$ cat src/hdl/mbs_params.svh
// Constants of the serial register-access slave
`ifndef MBS_PARAMS_SVH
`define MBS_PARAMS_SVH
`define MBS_FC_READ      8'h03
`define MBS_FC_WRITE1    8'h06
`define MBS_FC_WRITEN    8'h10
`define MBS_FC_RDWR      8'h17
`define MBS_EXC_FLAG     8'h80
`define MBS_EXC_ADDR     8'h02
`define MBS_BCAST        8'h00
`define MBS_MAX_NODE     8'hf7
`define MBS_MAX_REGS     16'h0014
`define MBS_POS_ADDR     6'h02
`define MBS_POS_CNT      6'h04
`define MBS_POS_WADDR    6'h06
`define MBS_POS_WCNT     6'h08
`define MBS_POS_BC_N     6'h06
`define MBS_POS_BC_RW    6'h0a
`define MBS_POS_DATA_1   6'h04
`define MBS_POS_DATA_N   6'h07
`define MBS_POS_DATA_RW  6'h0b
`define MBS_FIX_LEN      7'h08
`define MBS_HDR_N_LEN    16'h0009
`define MBS_HDR_RW_LEN   16'h000d
`define MBS_ECHO_LEN     6'h06
`define MBS_HDR_LEN      6'h03
`define MBS_CRC_INIT     16'hffff
`define MBS_CRC_POLY     16'ha001
`define MBS_CLK_HZ       64'd40000000
`define MBS_BAUD         64'd19200
`define MBS_CHAR_BITS    64'd11
`define MBS_GAP_HALVES   64'd7
`define MBS_GAP_CYCLES   ((`MBS_CLK_HZ * `MBS_CHAR_BITS * `MBS_GAP_HALVES \
    + 64'd2 * `MBS_BAUD - 64'd1) / (64'd2 * `MBS_BAUD))
`endif

$ cat src/hdl/mbs_pkg.sv
// Types of the serial register-access slave
package mbs_pkg;
    typedef enum logic [5:0] {
        ST_IDLE   = 6'b000001,
        ST_CHECK  = 6'b000010,
        ST_WR     = 6'b000100,
        ST_RD_REQ = 6'b001000,
        ST_RD_CAP = 6'b010000,
        ST_TX     = 6'b100000
    } mbs_state_t;
    typedef enum logic [1:0] {
        RK_ECHO = 2'b00,
        RK_READ = 2'b01,
        RK_EXC  = 2'b10
    } mbs_kind_t;
endpackage

$ cat src/hdl/mbs_handler.sv
// Slave frame interpreter for the serial register-access protocol
`timescale 1ns/100ps
`include "mbs_params.svh"
module mbs_handler
    import mbs_pkg::*;
#(
    parameter int GAP_CYCLES = int'(`MBS_GAP_CYCLES)
)(
    input  wire logic        clk_sys,
    input  wire logic        nrst,
    input  wire logic [7:0]  node_addr,
    input  wire logic        user_raw_mode,
    input  wire logic        rx_valid,
    input  wire logic [7:0]  rx_data,
    input  wire logic        tx_ready,
    output logic             tx_valid,
    output logic      [7:0]  tx_data,
    output logic             raw_rx_valid,
    output logic      [7:0]  raw_rx_data,
    input  wire logic        raw_tx_valid,
    input  wire logic [7:0]  raw_tx_data,
    output logic             raw_tx_ready,
    output logic             reg_wr,
    output logic             reg_rd,
    output logic      [13:0] reg_addr,
    output logic             reg_wide,
    output logic      [31:0] reg_wdata,
    input  wire logic [31:0] reg_rdata
);
    mbs_state_t  state;          // Sequencer state
    mbs_kind_t   kind;           // Reply shape
    logic [7:0]  req_buf [0:63]; // Received frame
    logic [7:0]  rd_buf  [0:39]; // Read reply data
    logic [6:0]  idx;            // Received byte count
    logic        gap;            // Idle gap pulse
    logic [15:0] crc_rx;         // Receive CRC residue
    logic [15:0] crc_tx;         // Transmit CRC
    logic [15:0] wr_start;       // Write start address
    logic [15:0] rd_start;       // Read start address
    logic [4:0]  wr_cnt;         // Registers to write
    logic [4:0]  rd_cnt;         // Registers to read
    logic [5:0]  dptr;           // First write data byte
    logic        wr_single;      // Single preset
    logic        rd_pend;        // Reads follow writes
    logic        bcast;          // Broadcast frame
    logic [4:0]  w;              // Write word index
    logic [4:0]  r;              // Read word index
    logic [15:0] hi_hold;        // Upper half of wide write
    logic [5:0]  tx_k;           // Reply byte index
    logic [5:0]  plen;           // Reply payload length
    logic        rx_take;        // Byte accepted into frame
    logic        tx_load;        // Byte loaded to transmitter
    logic        tx_free;        // Transmitter holding empty
    logic        next_tx_valid;  // Transmit valid next cycle
    logic [7:0]  tx_byte;        // Byte to load
    logic [5:0]  wp;             // Current write data byte
    logic [15:0] c1;             // Count field at byte 4
    logic [15:0] c2;             // Count field at byte 8
    logic        hit;            // Frame is for this node
    mbs_state_t  dec_next;       // Decoded next state
    mbs_kind_t   dec_kind;       // Decoded reply shape

    // Big-endian field of the received frame
    function automatic logic [15:0] f16(input logic [5:0] p);
        f16 = {req_buf[p], req_buf[p + 6'h01]};
    endfunction

    // Register count within limit
    function automatic logic cnt_ok(input logic [15:0] c);
        cnt_ok = (c != 16'h0000) && (c <= `MBS_MAX_REGS);
    endfunction

    // Reserved access-width codes
    function automatic logic rsv(input logic [15:0] a);
        rsv = a[15];
    endfunction

    assign rx_take = rx_valid && !user_raw_mode && state == ST_IDLE;
    assign c1 = f16(`MBS_POS_CNT);
    assign c2 = f16(`MBS_POS_WCNT);
    assign wp = dptr + {w, 1'b0};

    mbs_gap_timer #(.GAP_CYCLES(GAP_CYCLES)) u_gap (
        .clk_sys (clk_sys),
        .nrst    (nrst),
        .kick    (rx_take),
        .gap     (gap)
    );

    mbs_crc16 u_crc_rx (
        .clk_sys (clk_sys),
        .nrst    (nrst),
        .clear   (state == ST_CHECK),
        .en      (rx_take),
        .data    (rx_data),
        .crc     (crc_rx)
    );

    mbs_crc16 u_crc_tx (
        .clk_sys (clk_sys),
        .nrst    (nrst),
        .clear   (state != ST_TX),
        .en      (tx_load && !user_raw_mode && tx_k < plen),
        .data    (tx_byte),
        .crc     (crc_tx)
    );

    // Frame capture and raw pass-through
    always_ff @(posedge clk_sys or negedge nrst) begin
        if (!nrst) begin
            idx          <= 7'h00;
            raw_rx_valid <= 1'b0;
            raw_rx_data  <= 8'h00;
        end else begin
            raw_rx_valid <= rx_valid && user_raw_mode;
            if (user_raw_mode) begin
                raw_rx_data <= rx_data;
            end
            if (state == ST_CHECK || user_raw_mode) begin
                idx <= 7'h00;
            end else if (rx_take && idx != 7'h40) begin
                idx <= idx + 7'h01;
            end
        end
    end

    // Frame store, kept out of the reset process on purpose
    always_ff @(posedge clk_sys) begin
        if (rx_take && idx != 7'h40) begin
            req_buf[idx[5:0]] <= rx_data;
        end
    end

    // Frame decode: address, CRC, code, layout, limits
    always_comb begin
        dec_next = ST_IDLE;
        dec_kind = RK_ECHO;
        hit = req_buf[0] == `MBS_BCAST ||
              (req_buf[0] == node_addr && node_addr != `MBS_BCAST &&
               node_addr <= `MBS_MAX_NODE);
        if (crc_rx == 16'h0000 && hit) begin
            case (req_buf[1])
                `MBS_FC_READ: begin
                    if (idx == `MBS_FIX_LEN && req_buf[0] != `MBS_BCAST) begin
                        dec_kind = RK_READ;
                        dec_next = ST_RD_REQ;
                        if (!cnt_ok(c1) || rsv(f16(`MBS_POS_ADDR))) begin
                            dec_kind = RK_EXC;
                            dec_next = ST_TX;
                        end
                    end
                end
                `MBS_FC_WRITE1: begin
                    if (idx == `MBS_FIX_LEN && !rsv(f16(`MBS_POS_ADDR))) begin
                        dec_next = ST_WR;
                    end
                end
                `MBS_FC_WRITEN: begin
                    if (cnt_ok(c1) && !rsv(f16(`MBS_POS_ADDR)) &&
                        idx == 7'(`MBS_HDR_N_LEN + {c1[14:0], 1'b0}) &&
                        req_buf[`MBS_POS_BC_N] == {c1[6:0], 1'b0}) begin
                        dec_next = ST_WR;
                    end
                end
                `MBS_FC_RDWR: begin
                    if (cnt_ok(c1) && cnt_ok(c2) &&
                        !rsv(f16(`MBS_POS_ADDR)) &&
                        !rsv(f16(`MBS_POS_WADDR)) &&
                        idx == 7'(`MBS_HDR_RW_LEN + {c2[14:0], 1'b0}) &&
                        req_buf[`MBS_POS_BC_RW] == {c2[6:0], 1'b0}) begin
                        dec_kind = RK_READ;
                        dec_next = ST_WR;
                    end
                end
                default: dec_next = ST_IDLE;
            endcase
        end
    end

    // Sequencer
    always_ff @(posedge clk_sys or negedge nrst) begin
        if (!nrst) begin
            state     <= ST_IDLE;
            kind      <= RK_ECHO;
            wr_start  <= 16'h0000;
            rd_start  <= 16'h0000;
            wr_cnt    <= 5'h00;
            rd_cnt    <= 5'h00;
            dptr      <= 6'h00;
            wr_single <= 1'b0;
            rd_pend   <= 1'b0;
            bcast     <= 1'b0;
            w         <= 5'h00;
            r         <= 5'h00;
            tx_k      <= 6'h00;
        end else if (user_raw_mode) begin
            state <= ST_IDLE;
        end else begin
            case (state)
                ST_IDLE: begin
                    if (gap && idx != 7'h00) begin
                        state <= ST_CHECK;
                    end
                end
                ST_CHECK: begin
                    state     <= dec_next;
                    kind      <= dec_kind;
                    bcast     <= req_buf[0] == `MBS_BCAST;
                    wr_single <= req_buf[1] == `MBS_FC_WRITE1;
                    rd_pend   <= req_buf[1] == `MBS_FC_RDWR;
                    w         <= 5'h00;
                    r         <= 5'h00;
                    tx_k      <= 6'h00;
                    rd_start  <= f16(`MBS_POS_ADDR);
                    rd_cnt    <= c1[4:0];
                    if (req_buf[1] == `MBS_FC_RDWR) begin
                        wr_start <= f16(`MBS_POS_WADDR);
                        wr_cnt   <= c2[4:0];
                        dptr     <= `MBS_POS_DATA_RW;
                    end else if (req_buf[1] == `MBS_FC_WRITE1) begin
                        wr_start <= f16(`MBS_POS_ADDR);
                        wr_cnt   <= 5'h01;
                        dptr     <= `MBS_POS_DATA_1;
                    end else begin
                        wr_start <= f16(`MBS_POS_ADDR);
                        wr_cnt   <= c1[4:0];
                        dptr     <= `MBS_POS_DATA_N;
                    end
                end
                ST_WR: begin
                    w <= w + 5'h01;
                    if (w == wr_cnt - 5'h01) begin
                        if (rd_pend && !bcast) begin
                            state <= ST_RD_REQ;
                        end else if (bcast) begin
                            state <= ST_IDLE;
                        end else begin
                            state <= ST_TX;
                        end
                    end
                end
                ST_RD_REQ: state <= ST_RD_CAP;
                ST_RD_CAP: begin
                    r     <= r + 5'h01;
                    state <= (r == rd_cnt - 5'h01) ? ST_TX : ST_RD_REQ;
                end
                ST_TX: begin
                    if (tx_load) begin
                        tx_k <= tx_k + 6'h01;
                    end
                    if (tx_k == plen + 6'h02 && tx_free) begin
                        state <= ST_IDLE;
                    end
                end
                default: state <= ST_IDLE;
            endcase
        end
    end

    // Register store port: writes, then reads
    always_ff @(posedge clk_sys or negedge nrst) begin
        if (!nrst) begin
            reg_wr    <= 1'b0;
            reg_rd    <= 1'b0;
            reg_addr  <= 14'h0000;
            reg_wide  <= 1'b0;
            reg_wdata <= 32'h00000000;
            hi_hold   <= 16'h0000;
        end else begin
            reg_wr <= 1'b0;
            reg_rd <= 1'b0;
            if (state == ST_WR && !user_raw_mode) begin
                reg_wide <= wr_start[14];
                if (wr_single || !wr_start[14]) begin
                    reg_wr    <= 1'b1;
                    reg_addr  <= wr_start[13:0] + 14'(w);
                    reg_wdata <= {16'h0000, req_buf[wp],
                                  req_buf[wp + 6'h01]};
                end else if (w[0]) begin
                    reg_wr    <= 1'b1;
                    reg_addr  <= wr_start[13:0] + 14'(w >> 1);
                    reg_wdata <= {hi_hold, req_buf[wp], req_buf[wp + 6'h01]};
                end else begin
                    hi_hold <= {req_buf[wp], req_buf[wp + 6'h01]};
                end
            end else if (state == ST_RD_REQ && !user_raw_mode) begin
                reg_rd   <= 1'b1;
                reg_wide <= rd_start[14];
                reg_addr <= rd_start[13:0] +
                            14'(rd_start[14] ? (r >> 1) : r);
            end
        end
    end

    // Read data capture, high byte first
    always_ff @(posedge clk_sys) begin
        if (state == ST_RD_CAP) begin
            if (rd_start[14] && !r[0]) begin
                rd_buf[{r, 1'b0}]        <= reg_rdata[31:24];
                rd_buf[{r, 1'b0} + 6'h01] <= reg_rdata[23:16];
            end else begin
                rd_buf[{r, 1'b0}]        <= reg_rdata[15:8];
                rd_buf[{r, 1'b0} + 6'h01] <= reg_rdata[7:0];
            end
        end
    end

    // Reply byte selection
    always_comb begin
        plen = (kind == RK_READ) ? `MBS_HDR_LEN + {rd_cnt, 1'b0}
             : (kind == RK_EXC) ? `MBS_HDR_LEN : `MBS_ECHO_LEN;
        tx_free = !tx_valid || tx_ready;
        tx_load = tx_free && (user_raw_mode
                ? (raw_tx_valid && raw_tx_ready)
                : (state == ST_TX && tx_k < plen + 6'h02));
        if (user_raw_mode) begin
            tx_byte = raw_tx_data;
        end else if (tx_k == plen) begin
            tx_byte = crc_tx[7:0];
        end else if (tx_k == plen + 6'h01) begin
            tx_byte = crc_tx[15:8];
        end else if (kind == RK_ECHO) begin
            tx_byte = req_buf[tx_k];
        end else if (tx_k == 6'h00) begin
            tx_byte = node_addr;
        end else if (tx_k == 6'h01) begin
            tx_byte = (kind == RK_EXC) ? (req_buf[1] | `MBS_EXC_FLAG)
                                       : req_buf[1];
        end else if (tx_k == 6'h02) begin
            tx_byte = (kind == RK_EXC) ? `MBS_EXC_ADDR
                                       : {2'b00, rd_cnt, 1'b0};
        end else begin
            tx_byte = rd_buf[tx_k - `MBS_HDR_LEN];
        end
        next_tx_valid = tx_load || (tx_valid && !tx_ready);
    end

    // Transmit holding register
    always_ff @(posedge clk_sys or negedge nrst) begin
        if (!nrst) begin
            tx_valid     <= 1'b0;
            tx_data      <= 8'h00;
            raw_tx_ready <= 1'b0;
        end else begin
            tx_valid     <= next_tx_valid;
            raw_tx_ready <= user_raw_mode && !next_tx_valid;
            if (tx_load) begin
                tx_data <= tx_byte;
            end
        end
    end
endmodule

$ cat src/hdl/mbs_crc16.sv
// Running reflected CRC-16 over a byte stream
`timescale 1ns/100ps
`include "mbs_params.svh"
module mbs_crc16 (
    input  wire logic        clk_sys,
    input  wire logic        nrst,
    input  wire logic        clear,
    input  wire logic        en,
    input  wire logic [7:0]  data,
    output logic      [15:0] crc
);
    logic [15:0] next_crc;   // Value after one byte

    // Eight shift steps of the reflected polynomial
    always_comb begin
        next_crc = crc ^ {8'h00, data};
        for (int i = 0; i < 8; i++) begin
            if (next_crc[0]) begin
                next_crc = (next_crc >> 1) ^ `MBS_CRC_POLY;
            end else begin
                next_crc = next_crc >> 1;
            end
        end
    end

    // Accumulator, preset on clear
    always_ff @(posedge clk_sys or negedge nrst) begin
        if (!nrst) begin
            crc <= `MBS_CRC_INIT;
        end else if (clear) begin
            crc <= `MBS_CRC_INIT;
        end else if (en) begin
            crc <= next_crc;
        end
    end
endmodule

$ cat src/hdl/mbs_gap_timer.sv
// Idle-gap detector closing a received frame
`timescale 1ns/100ps
module mbs_gap_timer #(
    parameter int GAP_CYCLES = 80209
)(
    input  wire logic clk_sys,
    input  wire logic nrst,
    input  wire logic kick,
    output logic      gap
);
    localparam int CW = $clog2(GAP_CYCLES + 1);
    logic [CW-1:0] count;   // Idle cycles since last byte
    logic          armed;   // A byte came since last gap

    // Count idle time, pulse once when the gap is reached
    always_ff @(posedge clk_sys or negedge nrst) begin
        if (!nrst) begin
            count <= '0;
            armed <= 1'b0;
            gap   <= 1'b0;
        end else begin
            gap <= 1'b0;
            if (kick) begin
                count <= '0;
                armed <= 1'b1;
            end else if (armed) begin
                if (count == CW'(GAP_CYCLES - 1)) begin
                    armed <= 1'b0;
                    gap   <= 1'b1;
                end else begin
                    count <= count + 1'b1;
                end
            end
        end
    end
endmodule

$ cat config.mk
export PLATFORM = sky130hd
export DESIGN_NAME = mbs_handler
export DESIGN_NICKNAME = d
export VERILOG_FILES = /design/src/hdl/mbs_pkg.sv /design/src/hdl/mbs_handler.sv /design/src/hdl/mbs_crc16.sv /design/src/hdl/mbs_gap_timer.sv
export VERILOG_INCLUDE_DIRS = /design/src /design/src/hdl
export SDC_FILE = /design/constraint.sdc
export NUM_CORES = 2
export LEC_CHECK = 0
export BUFFER_PORTS_ARGS = -buffer_cell sky130_fd_sc_hd__buf_4
export CELL_PAD_IN_SITES_DETAIL_PLACEMENT = 0
export CELL_PAD_IN_SITES_GLOBAL_PLACEMENT = 1
export CORE_UTILIZATION = 48
export CTS_CLUSTER_DIAMETER = 30
export DETAILED_ROUTE_END_ITERATION = 12
export PLACE_DENSITY_LB_ADDON = 0.1
export SLEW_MARGIN = 20
export SYNTH_ARGS = -nofsm -noshare
export SYNTH_HDL_FRONTEND = slang
export SYNTH_SLANG_ARGS = --single-unit
$ cat constraint.sdc
create_clock -name clk_sys -period 10.3 [get_ports clk_sys]
set_input_delay 0.515 -clock clk_sys [delete_from_list [all_inputs] [get_ports clk_sys]]
set_output_delay 0.515 -clock clk_sys [all_outputs]
set_load 0.02 [all_outputs]
==> flow_metrics.tcl <==
set metrics [dict create \
    dieArea_sq_um 113000 \
    synth_warnings 0 \
    fmax_mhz 156 \
    nFillCells 8585 \
    place.gp.congestion 0.952 \
    slew_viol_final 0 \
    antenna_found_initial 4 \
    drtIter0Drc 4155 \
    finalCritPeriodShare 0.621 \
    first_pass_iters 7 \
    post_dp_cell_area_sq_um 56500 \
    grt_pass1_wl_mm 251 \
    syn-num-nets 3652 \
    synthTopCellsByCount "832 x edfxtp_1, 496 x mux4_2, 318 x nand2_1" \
    ir_drop_uv 156 \
    synth-seq-cells 1043 \
    final_cells 5438 \
    htreeDepth 4 \
    crit_arrival_ps 7120 \
    ys.flop_type "edfxtp_1" \
    cap_violations 0 \
    worstSkewPairLatency_ps 820 \
    hold_viol_final 0 \
    fin_ws_ps 3900 \
    nNetsFinal 3874 \
    dpl.hpwl_mm 115 \
    async_flop_share 0.202 \
    ys_seq_area_frac 0.564 \
    worstSetupPathType "reg2reg" \
    yosys.area.top_type "edfxtp_1" \
    synth_edf_count 832 \
    hp-class "in2reg" \
    synthCells 3537 \
    drc 0 \
    die_h_um 337 \
    grt_setup_unrepaired "false" \
    skew_ps 28.6 \
    rows 122 \
    cp_max_fo 39 \
    clockRootBuffer "clkbuf_16" \
    drt-total-wl_mm 173 \
    synthTopCellsByArea "edfxtp_1 46%, mux4_2 21%, dfrtp_1 8.3%" \
    cts_resized 0 \
    worst_setup_path_start_kind "flip-flop" \
    fin_crit_ps 6400 \
    cts_made_buffers 217 \
    grt_pass1_vias 35400 \
    p_per_area_nw_per_um2 202 \
    crit_required_ps 11020 \
    postRouteAntennaNets 0 \
    initial_utilization 0.485 \
    tightestPinTransition_ps 1190 \
    status "completed" \
    synthesis.area_per_instance_sq_um 15.2 \
    timing.hold.ws_ps 37.6 \
    final_layout_size_suffix_gt1_frac 0.327 \
    synthMostInstantiatedCell "edfxtp_1" \
    yosysUniqueCellTypes 101 \
    port_buffers 129 \
    area_growth_pct 19.5 \
    synth_top_area_frac 0.465 \
    slew_headroom 0.202 \
    viasPerCell 6.55 \
    place_inst 5025 \
    cts.reportedPaths.clkPinSlew_ps 40 \
    core_sq_um 111000 \
    cts.sink_count 1043 \
    cp-end-kind "flip-flop" \
    cts_buffer_depth 3 \
    wl_per_cell_um 31.8 \
    die-width_um 337 \
    boundaryPins 130 \
    vias 35600 \
    grt_overflow 0 \
    fin_tns_setup_ps 0 \
    grt_max_degree 116 \
    p_leak_nw 22.6 \
    cts_tree "done" \
    netlist_area_sq_um 53800 \
    setup_violations 0 \
    pre_cts_slack_ps 3790 \
    fin_area_sq_um 64200 \
    grt.total_usage 0.309 \
]
[final timing paths]
check | from | endpoint | slack (ps) | depth (start not counted)
min in group asynchronous | nrst | u_gap.count[13] | 320 | 2
min reg2reg | u_crc_rx.crc[13] | u_crc_rx.crc[5] | 460 | 2
max | tx_k[1] | u_crc_tx.crc[0] | 3900 | 14
min | raw_tx_data[2] | tx_data[2] | 40 | 3
max in group asynchronous | nrst | dptr[1] | 8540 | 3
max reg2reg | tx_k[1] | u_crc_tx.crc[0] | 3900 | 14
[cells by family (layout without fill, tap and decap cells)]
family / after synthesis / count (layout) / synth area share
other cells: 0 / 1 / 0
fa+ha+maj: 53 / 53 / 0.0128
mux: 655 / 655 / 0.240
flops: 1043 / 1043 / 0.564
simple gates: 875 / 875 / 0.0766
buf+inv: 296 / 708 / 0.0251
compound gates: 467 / 467 / 0.0563
xor+xnor: 148 / 148 / 0.0260
[per-stage QoR]
stage / total power, mW / util
floorplan: 5.48 / -
global placement: 5.83 / 0.510
detailed placement: 5.84 / 0.510
CTS: 13.0 / 0.579
global route: 13.3 / 0.580
finish: 12.9 / 0.580
[final cells by class]
type | instances | area [sq um] | share of cell area
multi-input cells | 2198 | 22300 | 0.347
flip-flops and latches | 1043 | 30300 | 0.472
diodes | 1 | 2.50 | 0.0000390
inverters | 47 | 176 | 0.00275
clock inverters | 160 | 1950 | 0.0304
well taps | 1488 | 1860 | 0.0290
repair buffers | 252 | 1940 | 0.0303
clock buffers | 249 | 5710 | 0.0888
[state kept, by name, summed over array words and instances, names as in the netlist, 6 cells and up]
| signal | count |
|---|---|
| hi_hold | 16 |
| idx | 7 |
| raw_rx_data | 8 |
| rd_buf | 320 |
| rd_start | 15 |
| reg_addr | 14 |
| reg_wdata | 32 |
| req_buf | 512 |
| state | 6 |
| tx_data | 8 |
| tx_k | 6 |
| u_crc_rx.crc | 16 |
| u_crc_tx.crc | 16 |
| u_gap.count | 17 |
| wr_start | 15 |
[repair_timing]
action,4_1_cts,5_1_grt
hold buffers,3,0
endpoints found under the hold margin,87,0
setup buffers,0,0
[power by group]
| part | switching, mW | internal [mW] | total, mW |
|---|---|---|---|
| registers | 0.0765 | 4.65 | 4.72 |
| logic | 0.597 | 0.454 | 1.05 |
| clock network | 2.37 | 4.80 | 7.17 |
| total | 3.04 | 9.91 | 12.9 |
[placed cells by master (no fill, tap or decap), types with 18 or more instances in the layout]
cell	synthesis	final
ha_1	50	48
clkinv_4	0	20
nor4_1	21	21
clkinvlp_4	0	29
clkinv_1	0	23
clkbuf_1	143	21
buf_4	26	245
mux4_2	496	496
nand3_1	46	45
a21oi_1	99	99
o21ai_0	129	129
inv_1	44	44
nor2_1	237	218
nand2_1	318	318
dfrtp_1	178	174
edfxtp_1	832	832
dfstp_2	33	33
clkbuf_16	0	221
a211oi_1	54	54
or3_1	20	20
mux2_2	74	74
nor3_1	49	49
nand2b_1	20	20
nor2b_1	52	51
a31oi_1	31	31
nor2_2	1	18
xor2_1	55	54
mux2i_1	82	82
nand4_1	28	28
clkinv_2	0	29
bufinv_16	0	33
xnor2_1	84	77
[worst max-delay path: stages (launching register included)]
cell	delay (ps)
dfrtp_4	920
buf_4	690
buf_4	730
mux4_2	590
mux4_2	550
mux2i_1	180
nor2_1	60
nor3_1	620
nor4_2	150
nor4_1	260
nor3_2	110
xnor2_1	340
xor3_2	460
xnor3_1	360
o22a_1	160
[per-layer routing]
layer  GRT usage  up-vias  part of all wire
met2       0.465     2037              0.46
met3      0.0776      301              0.10
li1            -    14700                 -
met4       0.114        6             0.033
met5           0        -           0.00026
met1       0.437    18600              0.41
(Power assumes the default switching activity.)
